## src/hw/ir_readout_pkg.sv

```systemverilog
// Package: constants and signal carriers of the IR presence sensor readout
`default_nettype none
package ir_readout_pkg;
	// ================================================================
	// Timing
	localparam int unsigned CLK_HZ           = 200_000_000;
	localparam int unsigned RATE_BASE_HZ     = 120;
	localparam int unsigned BASE_TICK_CYCLES = CLK_HZ / RATE_BASE_HZ;
	// Base ticks per output period, one per output rate
	localparam logic [8:0] TICKS_0P25HZ = 9'h1e0;
	localparam logic [8:0] TICKS_0P5HZ  = 9'h0f0;
	localparam logic [8:0] TICKS_1HZ    = 9'h078;
	localparam logic [8:0] TICKS_2HZ    = 9'h03c;
	localparam logic [8:0] TICKS_4HZ    = 9'h01e;
	localparam logic [8:0] TICKS_8HZ    = 9'h00f;
	localparam logic [8:0] TICKS_15HZ   = 9'h008;
	localparam logic [8:0] TICKS_30HZ   = 9'h004;
	localparam logic [3:0] RATE_OFF     = 4'h0;
	// ================================================================
	// Scaling and compensation
	localparam int AMB_LSB_PER_C = 100;
	localparam int OBJ_LSB_PER_C = 2000;
	localparam int COMP_GAIN     = OBJ_LSB_PER_C / AMB_LSB_PER_C;
	localparam logic signed [15:0] AMB_REF = 16'(25 * AMB_LSB_PER_C);
	// ================================================================
	// Serial link
	localparam logic [7:0] SPI_READ_CMD     = 8'h80;
	localparam logic [6:0] I2C_ADDR_DEFAULT = 7'h2a;
	localparam int         FIFO_DEPTH       = 16;
	localparam int         SAMPLE_W         = 32;
	// ================================================================
	// Carriers
	typedef struct packed {
		logic              valid;
		logic signed [15:0] obj;
		logic signed [15:0] amb;
	} adc_result_t;
	typedef struct packed {
		logic signed [15:0] obj;
		logic signed [15:0] amb;
	} sample_t;
	typedef struct packed {
		logic motion_en;
		logic presence_en;
		logic overtemp_en;
	} detect_cfg_t;
	typedef struct packed {
		logic motion;
		logic presence;
		logic stationary;
		logic overtemp;
	} flags_t;
endpackage
`default_nettype wire

```

## src/hw/ir_presence_sensor_readout.sv

```systemverilog
// Design: sample FIFO and digital readout of the IR presence sensor
`default_nettype none

// ================================================================
// Sample FIFO
module sample_fifo #(
	parameter int WIDTH = 32,
	parameter int DEPTH = 16
) (
	input  wire logic             i_core_clk,  // Core clock
	input  wire logic             i_reset_n,   // Async reset, active low
	input  wire logic             i_in_valid,  // Write request
	output logic                  o_in_ready,  // Space left
	input  wire logic [WIDTH-1:0] i_in_data,   // Write data
	output logic                  o_out_valid, // Data available
	input  wire logic             i_out_ready, // Read accept
	output logic [WIDTH-1:0]      o_out_data   // Head word
);
	localparam int AW = $clog2(DEPTH);
	logic [WIDTH-1:0] mem [DEPTH];
	logic [AW-1:0]    wr, rd, next_wr, next_rd;
	logic [AW:0]      cnt, next_cnt;
	logic             push, pop;

	// Pointers wrap naturally, so DEPTH must be a power of two
	always_comb begin
		push     = i_in_valid && o_in_ready;
		pop      = o_out_valid && i_out_ready;
		next_wr  = push ? AW'(wr + 1'b1) : wr;
		next_rd  = pop ? AW'(rd + 1'b1) : rd;
		next_cnt = cnt + (AW+1)'(push) - (AW+1)'(pop);
	end
	always_ff @(posedge i_core_clk or negedge i_reset_n) begin
		if (!i_reset_n) begin
			wr  <= '0;
			rd  <= '0;
			cnt <= '0;
		end else begin
			wr  <= next_wr;
			rd  <= next_rd;
			cnt <= next_cnt;
		end
	end
	always_ff @(posedge i_core_clk) begin
		if (push) begin
			mem[wr] <= i_in_data;
		end
	end
	assign o_in_ready  = cnt != (AW+1)'(DEPTH);
	assign o_out_valid = cnt != '0;
	assign o_out_data  = mem[rd];
endmodule // sample_fifo

// ================================================================
// Readout top
module ir_presence_sensor_readout #(
	parameter int unsigned BASE_TICK  = ir_readout_pkg::BASE_TICK_CYCLES, // Cycles per 1/120 s
	parameter logic [6:0]  I2C_ADDR   = ir_readout_pkg::I2C_ADDR_DEFAULT,
	parameter int          COMP_SHIFT = 4,
	parameter int          FIFO_DEPTH = ir_readout_pkg::FIFO_DEPTH
) (
	input  wire logic                        i_core_clk,            // Core clock
	input  wire logic                        i_reset_n,             // Async reset, active low
	input  wire logic [3:0]                  i_output_rate_code,    // Output rate code
	input  wire logic                        i_one_shot,            // One-shot request pulse
	input  wire ir_readout_pkg::detect_cfg_t i_detect_cfg,          // Detection enables
	input  wire logic signed [15:0]          i_motion_thr,          // Motion delta threshold
	input  wire logic signed [15:0]          i_presence_thr,        // Presence threshold
	input  wire logic signed [15:0]          i_overtemp_thr,        // Overtemperature threshold
	input  wire ir_readout_pkg::adc_result_t i_adc,                 // Raw conversion result
	output logic                             o_acq_start,           // Start conversion pulse
	output logic                             o_power_down,          // Standby indication
	output ir_readout_pkg::flags_t           o_flags,               // Detection flags
	output logic                             o_int_pin,             // Interrupt, active high
	input  wire logic                        i_if_select_pin,       // Bus select / SPI select
	input  wire logic                        i_serial_clock_pin,    // Serial clock
	input  wire logic                        i_serial_data_io_pin,  // Data pin level
	output logic                             o_serial_data_io_pin,  // Data pin drive value
	output logic                             o_serial_data_io_oe_n  // Data pin enable, low drives
);

	typedef enum logic {ACQ_IDLE, ACQ_WAIT} acq_state_t;
	typedef enum logic [2:0] {SER_IDLE, SER_CMD, SER_ACK, SER_SEND, SER_HACK, SER_DONE} ser_state_t;

	function automatic logic [8:0] rate_ticks(input logic [3:0] code);
		unique casez (code)
			4'b1???: rate_ticks = ir_readout_pkg::TICKS_30HZ;
			4'h7:    rate_ticks = ir_readout_pkg::TICKS_15HZ;
			4'h6:    rate_ticks = ir_readout_pkg::TICKS_8HZ;
			4'h5:    rate_ticks = ir_readout_pkg::TICKS_4HZ;
			4'h4:    rate_ticks = ir_readout_pkg::TICKS_2HZ;
			4'h3:    rate_ticks = ir_readout_pkg::TICKS_1HZ;
			4'h2:    rate_ticks = ir_readout_pkg::TICKS_0P5HZ;
			default: rate_ticks = ir_readout_pkg::TICKS_0P25HZ;
		endcase
	endfunction

	// ================================================================
	// Rate timer and acquisition
	acq_state_t              acq_state, next_acq_state;
	logic [31:0]             tick_cnt, next_tick_cnt;
	logic [8:0]              per_cnt, next_per_cnt;
	logic                    acq_due, next_acq_due, one_pend, next_one_pend, due_set, start;
	logic                    next_acq_start, next_power_down, next_int;
	logic                    fifo_in_valid, next_fifo_in_valid, fifo_in_ready;
	ir_readout_pkg::sample_t fifo_in_data, next_fifo_in_data;
	ir_readout_pkg::flags_t  next_flags;
	logic signed [15:0]      prev_obj, next_prev_obj, obj_comp;
	logic signed [31:0]      drift, comp_wide, delta;
	logic                    moving, present;

	always_comb begin
		next_tick_cnt   = tick_cnt;
		next_per_cnt    = per_cnt;
		due_set         = 1'b0;
		next_power_down = i_output_rate_code == ir_readout_pkg::RATE_OFF;
		if (next_power_down) begin
			next_tick_cnt = '0;
			next_per_cnt  = '0;
		end else if (tick_cnt >= BASE_TICK - 1) begin
			next_tick_cnt = '0;
			if (per_cnt + 9'h001 >= rate_ticks(i_output_rate_code)) begin
				next_per_cnt = '0;
				due_set      = 1'b1;
			end else begin
				next_per_cnt = per_cnt + 9'h001;
			end
		end else begin
			next_tick_cnt = tick_cnt + 32'h1;
		end
		// A push still in flight may take the last slot
		start          = acq_state == ACQ_IDLE && (acq_due || one_pend) && fifo_in_ready && !fifo_in_valid;
		// A periodic request left over from before power-down must not convert later
		next_acq_due   = ((acq_due && !start) || due_set) && !next_power_down;
		next_one_pend  = (one_pend && !start) || i_one_shot;
		next_acq_start = start;
		next_acq_state = start ? ACQ_WAIT : acq_state;

		drift     = 32'(i_adc.amb) - 32'(ir_readout_pkg::AMB_REF);
		comp_wide = 32'(i_adc.obj) - ((drift * ir_readout_pkg::COMP_GAIN) >>> COMP_SHIFT);
		obj_comp  = comp_wide[15:0];
		delta     = 32'(obj_comp) - 32'(prev_obj);
		moving    = (delta < 0 ? -delta : delta) > 32'(i_motion_thr);
		present   = obj_comp > i_presence_thr;

		next_fifo_in_valid = 1'b0;
		next_fifo_in_data  = fifo_in_data;
		next_prev_obj      = prev_obj;
		next_flags.motion     = o_flags.motion && i_detect_cfg.motion_en;
		next_flags.presence   = o_flags.presence && i_detect_cfg.presence_en;
		next_flags.stationary = o_flags.stationary && i_detect_cfg.presence_en;
		next_flags.overtemp   = o_flags.overtemp && i_detect_cfg.overtemp_en;
		if (acq_state == ACQ_WAIT && i_adc.valid) begin
			next_acq_state     = ACQ_IDLE;
			next_fifo_in_valid = 1'b1;
			next_fifo_in_data  = '{obj: obj_comp, amb: i_adc.amb};
			next_prev_obj      = obj_comp;
			next_flags.motion     = moving && i_detect_cfg.motion_en;
			next_flags.presence   = present && i_detect_cfg.presence_en;
			next_flags.stationary = present && !moving && i_detect_cfg.presence_en;
			next_flags.overtemp   = obj_comp > i_overtemp_thr && i_detect_cfg.overtemp_en;
		end
		next_int = |next_flags;
	end

	always_ff @(posedge i_core_clk or negedge i_reset_n) begin
		if (!i_reset_n) begin
			acq_state     <= ACQ_IDLE;
			tick_cnt      <= '0;
			per_cnt       <= '0;
			acq_due       <= 1'b0;
			one_pend      <= 1'b0;
			o_acq_start   <= 1'b0;
			o_power_down  <= 1'b1;
			fifo_in_valid <= 1'b0;
			fifo_in_data  <= '0;
			prev_obj      <= '0;
			o_flags       <= '0;
			o_int_pin     <= 1'b0;
		end else begin
			acq_state     <= next_acq_state;
			tick_cnt      <= next_tick_cnt;
			per_cnt       <= next_per_cnt;
			acq_due       <= next_acq_due;
			one_pend      <= next_one_pend;
			o_acq_start   <= next_acq_start;
			o_power_down  <= next_power_down;
			fifo_in_valid <= next_fifo_in_valid;
			fifo_in_data  <= next_fifo_in_data;
			prev_obj      <= next_prev_obj;
			o_flags       <= next_flags;
			o_int_pin     <= next_int;
		end
	end

	// ================================================================
	// Sample buffer
	logic                          fifo_out_valid, fifo_pop;
	logic [ir_readout_pkg::SAMPLE_W-1:0] fifo_out_data, word;

	sample_fifo #(.WIDTH(ir_readout_pkg::SAMPLE_W), .DEPTH(FIFO_DEPTH)) u_fifo (
		.i_core_clk  (i_core_clk),
		.i_reset_n   (i_reset_n),
		.i_in_valid  (fifo_in_valid),
		.o_in_ready  (fifo_in_ready),
		.i_in_data   (fifo_in_data),
		.o_out_valid (fifo_out_valid),
		.i_out_ready (fifo_pop),
		.o_out_data  (fifo_out_data)
	);

	// ================================================================
	// Serial readout, I2C or 3-wire SPI
	ser_state_t  ser_state, next_ser_state;
	logic [31:0] shreg, next_shreg;
	logic [3:0]  bcnt, next_bcnt;
	logic [1:0]  byte_cnt, next_byte_cnt;
	logic [7:0]  cmd;
	logic        rw, next_rw, scl_q, sda_q, cs_q, i2c, rise, fall, start_c, stop_c;
	logic        next_sdo, next_oe_n;

	always_comb begin
		next_ser_state = ser_state;
		next_shreg     = shreg;
		next_bcnt      = bcnt;
		next_byte_cnt  = byte_cnt;
		next_rw        = rw;
		next_sdo       = o_serial_data_io_pin;
		next_oe_n      = o_serial_data_io_oe_n;
		fifo_pop       = 1'b0;
		i2c     = i_if_select_pin;
		rise    = i_serial_clock_pin && !scl_q;
		fall    = !i_serial_clock_pin && scl_q;
		start_c = i2c && cs_q && i_serial_clock_pin && scl_q && sda_q && !i_serial_data_io_pin;
		stop_c  = i2c && cs_q && i_serial_clock_pin && scl_q && !sda_q && i_serial_data_io_pin;
		cmd     = {shreg[6:0], i_serial_data_io_pin};
		// An empty buffer reads as zero
		word    = fifo_out_valid ? fifo_out_data : '0;
		if (i2c != cs_q) begin
			next_ser_state = i2c ? SER_IDLE : SER_CMD;
			next_bcnt      = '0;
			next_oe_n      = 1'b1;
		end else if (start_c) begin
			next_ser_state = SER_CMD;
			next_bcnt      = '0;
			next_oe_n      = 1'b1;
		end else if (stop_c) begin
			next_ser_state = SER_IDLE;
			next_oe_n      = 1'b1;
		end else begin
			unique case (ser_state)
				SER_IDLE: begin
					next_oe_n = 1'b1;
				end
				SER_DONE: begin
					if (fall) begin
						next_oe_n = 1'b1;
					end
				end
				SER_CMD: begin
					if (rise) begin
						next_shreg = {shreg[30:0], i_serial_data_io_pin};
						next_bcnt  = bcnt + 4'h1;
						if (bcnt == 4'h7) begin
							if (!i2c && cmd == ir_readout_pkg::SPI_READ_CMD) begin
								next_shreg     = word;
								fifo_pop       = fifo_out_valid;
								next_ser_state = SER_SEND;
								next_bcnt      = '0;
								next_byte_cnt  = '0;
							end else if (i2c && cmd[7:1] == I2C_ADDR) begin
								next_rw        = cmd[0];
								next_ser_state = SER_ACK;
							end else begin
								next_ser_state = SER_DONE;
							end
						end
					end
				end
				SER_ACK: begin
					if (fall) begin
						next_sdo       = 1'b0;
						next_oe_n      = 1'b0;
						next_ser_state = rw ? SER_SEND : SER_DONE;
						next_bcnt      = '0;
						next_byte_cnt  = '0;
						if (rw) begin
							next_shreg = word;
							fifo_pop   = fifo_out_valid;
						end
					end
				end
				SER_SEND: begin
					if (fall) begin
						if (bcnt == 4'h8) begin
							next_oe_n      = 1'b1;
							next_ser_state = SER_HACK;
						end else begin
							// I2C only pulls low; SPI drives both levels
							next_sdo   = i2c ? 1'b0 : shreg[31];
							next_oe_n  = i2c ? shreg[31] : 1'b0;
							next_bcnt  = bcnt == 4'h7 ? (i2c ? 4'h8 : 4'h0) : bcnt + 4'h1;
							next_shreg = {shreg[30:0], 1'b0};
							if (bcnt == 4'h7) begin
								next_byte_cnt = byte_cnt + 2'h1;
								if (byte_cnt == 2'h3) begin
									next_shreg = word;
									fifo_pop   = fifo_out_valid;
								end
							end
						end
					end
				end
				SER_HACK: begin
					if (rise) begin
						next_ser_state = i_serial_data_io_pin ? SER_DONE : SER_SEND;
						next_bcnt      = '0;
					end
				end
			endcase
		end
	end

	always_ff @(posedge i_core_clk or negedge i_reset_n) begin
		if (!i_reset_n) begin
			ser_state             <= SER_IDLE;
			shreg                 <= '0;
			bcnt                  <= '0;
			byte_cnt              <= '0;
			rw                    <= 1'b0;
			scl_q                 <= 1'b1;
			sda_q                 <= 1'b1;
			cs_q                  <= 1'b1;
			o_serial_data_io_pin  <= 1'b0;
			o_serial_data_io_oe_n <= 1'b1;
		end else begin
			ser_state             <= next_ser_state;
			shreg                 <= next_shreg;
			bcnt                  <= next_bcnt;
			byte_cnt              <= next_byte_cnt;
			rw                    <= next_rw;
			scl_q                 <= i_serial_clock_pin;
			sda_q                 <= i_serial_data_io_pin;
			cs_q                  <= i_if_select_pin;
			o_serial_data_io_pin  <= next_sdo;
			o_serial_data_io_oe_n <= next_oe_n;
		end
	end
endmodule // ir_presence_sensor_readout
`default_nettype wire

```

## config.mk

```make
export PLATFORM = sky130hd
export DESIGN_NAME = ir_presence_sensor_readout
export DESIGN_NICKNAME = d
export VERILOG_FILES = /design/src/hw/ir_readout_pkg.sv /design/src/hw/ir_presence_sensor_readout.sv
export SDC_FILE = /design/constraint.sdc
export NUM_CORES = 1
export LEC_CHECK = 0
export ABC_AREA = 1
export BUFFER_PORTS_ARGS = -buffer_cell sky130_fd_sc_hd__buf_2
export CORE_MARGIN = 2
export CORE_UTILIZATION = 50
export DETAILED_ROUTE_END_ITERATION = 10
export PLACE_DENSITY_LB_ADDON = 0.08
export SKIP_LAST_GASP = 1
export SLEW_MARGIN = 20
export SYNTH_ARGS = -nofsm -noshare
export SYNTH_HDL_FRONTEND = slang
export SYNTH_SLANG_ARGS = --single-unit
```

## constraint.sdc

```tcl
create_clock -name i_core_clk -period 3.55 [get_ports i_core_clk]
set_input_delay 0.1775 -clock i_core_clk [delete_from_list [all_inputs] [get_ports i_core_clk]]
set_output_delay 0.1775 -clock i_core_clk [all_outputs]
set_load 0.01 [all_outputs]
```

---- Word-level counts from Yosys, hierarchy flattened ----
Memory sizes are Yosys's and may differ from the RTL's.
Cells that the tools add are included.
storage, ports and cells
  register bits ........................... 144
  RAM bits ................................ 512
  input port bits ......................... 94
  output and inout port bits .............. 9
  memories kept ........................... 1
operators by class
  add/sub/neg operators ................... 12
  multipliers ............................. 1
  order comparisons ....................... 6
  equality and inequality tests ........... 39
  muxes and demuxes ....................... 91
  bitwise operators ....................... 5
  reduce and logical (&&, ||, !) cells .... 59
memories
  name        words  bits a word  rd ports  clocked after Yosys merged registers in  wr ports  line                              source
  u_fifo.mem  16     32           1         0                                        1         ir_presence_sensor_readout.sv:20  logic [WIDTH-1:0] mem [DEPTH];
operators by type and width
  operator                                                                        count
  32-bit 2-to-1 mux                                                               13
  32-bit one-hot mux with 3 select lines                                          1
  9-bit one-hot mux with 7 select lines                                           1
  4-bit 2-to-1 mux                                                                13
  9-bit 2-to-1 mux                                                                5
  5-bit != test (second input constant)                                           8
  3-bit 2-to-1 mux                                                                13
  32-bit by 1-bit adder with 32-bit output (second input constant)                1
  32-bit by 21-bit >= comparator with 1-bit output (second input constant)        1
  16-bit > comparator                                                             2
  32-bit by 16-bit > comparator with 1-bit output                                 1
  1-bit 2-to-1 mux                                                                32
  17-bit negation with 32-bit output                                              1
  1-bit logical AND                                                               29
  7-bit AND reduction                                                             3
  4-bit by 3-bit == test with 1-bit output (second input constant)                5
  4-bit != test (second input constant)                                           5
  17-bit by 4-bit multiplier with 18-bit output (second input constant)           1
  17-bit by 1-bit less-than comparator with 1-bit output (second input constant)  1
  16-bit by 13-bit subtractor with 17-bit output (second input constant)          1
  16-bit by 16-bit subtractor with 17-bit output                                  1
  2-bit != test (second input constant)                                           8
  4-bit one-hot mux with 4 select lines                                           1
  16-bit subtractor                                                               1
  other kinds (37)                                                                65

---- Logic depth before layout (Yosys ltp) ----
  depth in word-level cells ............... 12
  depth in mapped cells ................... 56
  gate-level depth less buffers ........... 56

---- Hierarchy ----
From an unflattened synthesis, not the netlist that was laid out.
second synthesis, totals
  cells, all modules ...................... 3852
  area total of the unflattened synthesis .. 34172.8 sq um
modules (own cells, without submodules)
  module                      times used  cells an instance  area an instance (sq um)  sequential area each (sq um)
  sample_fifo                 1           2097               22140.0                   15700.1
  ir_presence_sensor_readout  1           1755               12032.8                   3284.4

---- Least setup slack after synthesis ----
OpenSTA, ideal clock, no wires.
  kind .................................... in2reg
  start ................................... input i_adc[2] (netlist name)
  end ..................................... register o_int_pin
  setup time .............................. 0.121 ns
  data arrival time ....................... 6.016 ns
  required time ........................... 3.429 ns
  setup slack ............................. -2.587 ns
  cell stages on the path ................. 50
  path through ............................ inv_1 -> ha_1 -> nand2_1 -> nand2_1 -> nor2_1 -> inv_1 -> nor2_1 -> nor2_1 -> xor2_1 -> ha_1 -> ha_1 -> nand2_1 -> o31ai_1 -> nand3_1 -> nand2_1 -> xnor2_1 -> ha_1 -> nand2_1 -> [14 not listed] -> buf_2 -> nand2_1 -> xnor2_1 -> inv_1 -> ha_1 -> a21o_1 -> a21oi_1 -> nand2_1 -> nand2_1 -> nand2_1 -> nand2_1 -> nand2_1 -> nand2_1 -> nand3_1 -> nand2_1 -> nand2_1 -> nand2_1 -> nand2_1
between the ends
  word-level cells in the longest chain between the ends .. 12
ends and longest elaborated chain
  item                                                                                                          line                               source
  start, declared                                                                                               ir_presence_sensor_readout.sv:70   input wire ir_readout_pkg::adc_result_t i_adc,
  16-bit by 13-bit subtractor with 17-bit output *                                                              ir_presence_sensor_readout.sv:139  drift = 32'(i_adc.amb) - 32'(ir_readout_pkg::AMB_REF);
  17-bit by 4-bit multiplier with 18-bit output *                                                               ir_presence_sensor_readout.sv:140  comp_wide = 32'(i_adc.obj) - ((drift * ir_readout_pkg::COMP_GAIN) >>> COMP_SHIFT);
  16-bit subtractor *                                                                                           ir_presence_sensor_readout.sv:140
  net comp_wide[15]                                                                                             ir_presence_sensor_readout.sv:109  logic signed [31:0] drift, comp_wide, delta;
  16-bit by 16-bit subtractor with 17-bit output                                                                ir_presence_sensor_readout.sv:142  delta = 32'(obj_comp) - 32'(prev_obj);
  17-bit negation with 32-bit output or 17-bit by 1-bit less-than comparator with 1-bit output (tied branches)  ir_presence_sensor_readout.sv:143  moving = (delta < 0 ? -delta : delta) > 32'(i_motion_thr);
  32-bit 2-to-1 mux                                                                                             ir_presence_sensor_readout.sv:143
  32-bit by 16-bit > comparator with 1-bit output                                                               ir_presence_sensor_readout.sv:143
  1-bit zero test                                                                                               ir_presence_sensor_readout.sv:160  next_flags.stationary = present && !moving && i_detect_cfg.presence_en;
  1-bit logical AND (2 in series)                                                                               ir_presence_sensor_readout.sv:160
  4-bit 2-to-1 mux *                                                                                            ir_presence_sensor_readout.sv:153  if (acq_state == ACQ_WAIT && i_adc.valid) begin
  4-bit OR reduction *                                                                                          ir_presence_sensor_readout.sv:163  next_int = |next_flags;
  net next_int                                                                                                  ir_presence_sensor_readout.sv:104  logic next_acq_start, next_power_down, next_int;
  end signal, assigned                                                                                          ir_presence_sensor_readout.sv:192  o_int_pin <= next_int;
  end, declared                                                                                                 ir_presence_sensor_readout.sv:74   output logic o_int_pin,
Mark *: on every way through the listed nets, which the timed path passes. The rest lies on a longest branch.
A chain may end at the register's enable or synchronous reset.

---- Worst setup path after layout ----
  start ................................... input i_adc[2] (netlist name)
  end ..................................... register prev_obj[15]
between the ends
  word-level cells in the longest chain between the ends .. 3
ends and longest elaborated chain
  item                                            line                               source
  16-bit by 13-bit subtractor with 17-bit output  ir_presence_sensor_readout.sv:139
  17-bit by 4-bit multiplier with 18-bit output   ir_presence_sensor_readout.sv:140
  16-bit subtractor                               ir_presence_sensor_readout.sv:140
  end signal, assigned                            ir_presence_sensor_readout.sv:190  prev_obj <= next_prev_obj;
  end, declared                                   ir_presence_sensor_readout.sv:108  logic signed [15:0] prev_obj, next_prev_obj, obj_comp;
Every way passes these cells.

==> impl_metrics.csv <==
group,metric,value,unit
power,p_leak,0.01549,µW
detailed_routing,final_antenna_net_count,0,
critical_path,worst_r2r_path_depth,30,
yosys,yosys-top-cells-area,"edfxtp_1 48%, dfrtp_1 11%, ha_1 6.1%, nand2_1 5.4%, o21ai_0 5.1%",
yosys,synthArstFlopShare,0.2195,
placed_design,numPlacedInstances,4166,
critical_path,endpoint_kind,"flop",
layout,num-fill-cells,5203,
die,io_pins,103,
sta,finClkSkew,0.02799,ns
yosys,ys_seq_area_frac,0.5962,
yosys,synth_area_per_cell,10.42,µm²
critical_path,endpoint,"prev_obj[15]$_DFFE_PN0P_",
placed_design,hpwl,54.76,mm
sta,slew_headroom,0.4099,
sta,period_share,1.681,
die,start_util,0.5057,
yosys,synthTopCellsByCount,"512 x edfxtp_1, 456 x nand2_1, 377 x nor2_1",
sta,rsz0062_at_grt,"yes",
yosys,ys_warn_count,0,
die,coreArea,62970,µm²
die,rows,92,
sta,clock.fmax,167.6,MHz
layout,syn_to_final_growth,21.06,%
detailed_routing,first_pass_iters,6,
critical_path,critPathKind,"input port to flop",
grt,grt_start_max_net_pins,117,
clock_network,cts_sinks,656,
layout,layout-drive-gt1-share,0.1888,
power,switching_share,0.3857,
clock_network,clkLatencyLatePin,0.62,ns
critical_path,startpoint,"i_adc[2]",
power,ir_drop,1276,µV
grt,grt_pass1_vias,24569,
yosys,yosysTopAreaCellShare,0.4828,
detailed_routing,drt_iter0_drc,1943,
detailed_routing,drc,0,
sta,hold_violations,0,
sta,worst-slew-pin-transition,0.8852,ns
power,internal-power,21380,µW
die,die-area,65720,µm²
worst_hold_path,hp-class,"input port to flop",
grt,grt-ovfl-total,0,
yosys,ys_types,58,
yosys,synth_area,31840,µm²
clock_network,cts-root-buf,"clkbuf_16",
flow_run,drv_cap,0,
yosys,synth_edf_count,512,
sta,hold_ws,0.05345,ns
placed_design,place_congestion,0.8862,
yosys,synth_seq_cells,656,
detailed_routing,wl_per_cell,20.52,µm
run_status,status,"finished, violations left",
layout,post-route-util,0.6122,
clock_network,cts_tree,"done",
layout,diodes,0,
yosys,synth.largest_area_cell,"edfxtp_1",
critical_path,r2r_start,"prev_obj[0]$_DFFE_PN0P_",
die,die_w,256.4,µm
clock_network,cts.reportedPaths.clkPinSlew,0.06,ns
clock_network,cts_made_buffers,70,
critical_path,cpMaxStageDelayCell,"ha_1",
yosys,syn-instance-count,3055,
grt,grt_util_all_layers,0.2727,
power,power.total,34800,µW
detailed_routing,wirelength,89.30,mm
power,comb_power_share,0.487,
critical_path,worstPathArrival,6.46,ns
critical_path,worstSetupStartpointType,"input port",
placed_design,io_buffers,102,
power,power_frac_seq,0.311,
clock_network,htreeDepth,3,
sta,drv_slew,0,
sta,setup_slack,-2.418,ns
power,p_sw,13420,µW
run_status,violations,"setup timing",
critical_path,crit_fanout,4,
grt,grt_pass1_wl,138.6,mm
layout,fin_nets,3700,
yosys,synth_ff_type,"edfxtp_1",
critical_path,path_common_cell,"buf_4",
detailed_routing,num_vias,24483,
power,power_density,902.8,nW/µm²
sta,min_period,5.968,ns
grt,antenna_found_initial,0,
power,clockPowerShare,0.202,
sta,finalSetupViolCount,6,
die,dieHeight,256.4,µm
yosys,synth_most_common_cell,"edfxtp_1",
layout,final_cells,4352,
critical_path,critPathMaxStageDelay,0.33,ns
critical_path,r2r-end,"o_int_pin$_DFF_PN0_",
detailed_routing,via_per_inst,5.626,
critical_path,required,4.04,ns
clock_network,clock_path_buffers,3,
placed_design,dp_slack,-3.112,ns
critical_path,r2r_setup_slack,-0.27,ns
-- cells in the final DEF, fill, tap and decap left out, drive strengths merged, types with 22 or more instances in the layout --
master  netlist  layout
xor2         50      50
nand4        32      32
conb          1      26
clkinv        1      28
a21oi       167     167
ha          154     154
o221ai       99      99
dfrtp       139     139
nand2       462     462
nor2        389     389
xnor2        24      24
buf          61     406
inv         274     276
o21ai       332     332
clkbuf       67      95
nor3         22      22
edfxtp      512     512
nand3       140     140
-- power groups by stage --
| stage | combinational [µW] | sequential [µW] | clock, µW |
|---|---|---|---|
| 5_1_grt | 19000 | 10900 | 7440 |
| 4_1_cts | 16000 | 10800 | 7140 |
| 3_5_place_dp | 15300 | 11000 | 0 |
| 6_report | 16900 | 10800 | 7050 |
| 2_1_floorplan | 8890 | 10800 | 0 |
| 3_3_place_gp | 15100 | 10900 | 0 |
-- through the flow --
stage                     setup TNS (ns)  area (µm²)
after floorplan                   -8.346       32050
after global placement            -13.49       35400
after detailed placement          -14.60       35400
after CTS                         -10.92       38270
after global routing              -13.69       38550
final                             -11.26       38550
-- metal layers --
metal	wire length [µm]	track usage	vias to the layer above
met2	44480	0.4737	835
met1	36930	0.3521	11926
met3	5300	0.03598	163
met4	2582	0.09438	0
li1	-	-	11559
met5	0	0	-
-- area by class of cell --
cell class                      instances  area (µm²)  share of cell area
Sequential cell                       656       18990              0.4926
Multi-Input combinational cell       2021       11990              0.3111
Timing Repair Buffer                  424        3234             0.08390
Clock buffer                           95        1928             0.05002
Tap cell                              846        1059             0.02746
Inverter                              275        1052             0.02730
Clock inverter                         35       291.5            0.007563
-- flip-flops by register name, summed over array words and instances (netlist names), 2 cells and up --
register and count:
prev_obj 16, tick_cnt 32, u_fifo.wr 4, ser_state 3, shreg 32, u_fifo.cnt 5, byte_cnt 2, u_fifo.mem 512
u_fifo.rd 4, o_flags 4, bcnt 4, fifo_in_data 16, per_cnt 9
-- what timing repair did --
item / in CTS / in global routing
setup endpoints to repair: 5 / 10
buffers inserted: 35 / 4
hold buffers: 18 / 0
pin swaps: 50 / 67
hold endpoints to repair: 84 / 0
resized for setup: 43 / 66
-- critical path: cells and delay by family --
family	cells	cell delay [ns]
XOR/XNOR	2	0.32
buffers and inverters	27	3.13
adder cells (fa/ha/maj)	4	1.08
AO/OA/AOI/OAI	3	0.41
AND/OR/NAND/NOR	15	1.30
-- worst min-delay path by stage --
stage                                     start  depth (start not counted)                           to  slack (ns)
final                     i_output_rate_code[2]                          5            acq_due$_DFF_PN0_        0.05
after global routing                   i_adc[5]                          4  fifo_in_data[5]$_DFFE_PN0P_        0.08
after CTS                 i_output_rate_code[2]                          5            acq_due$_DFF_PN0_        0.03
after detailed placement              i_reset_n                          1        shreg[10]$_DFFE_PN0P_        0.32
after global placement                i_reset_n                          1        shreg[10]$_DFFE_PN0P_        0.30
after floorplan                       i_reset_n                          0            acq_due$_DFF_PN0_       -0.12
-- cells by family after synthesis --
logic type / count (synthesis) / share of synthesized area
compound gates: 684 / 0.1263
xor+xnor: 74 / 0.02059
fa+ha+maj: 158 / 0.06303
buf+inv: 403 / 0.05096
flops: 656 / 0.5962
other cells: 1 / 0.0001178
simple gates: 1079 / 0.1428
Note: power is estimated with default switching activity, not from simulation.
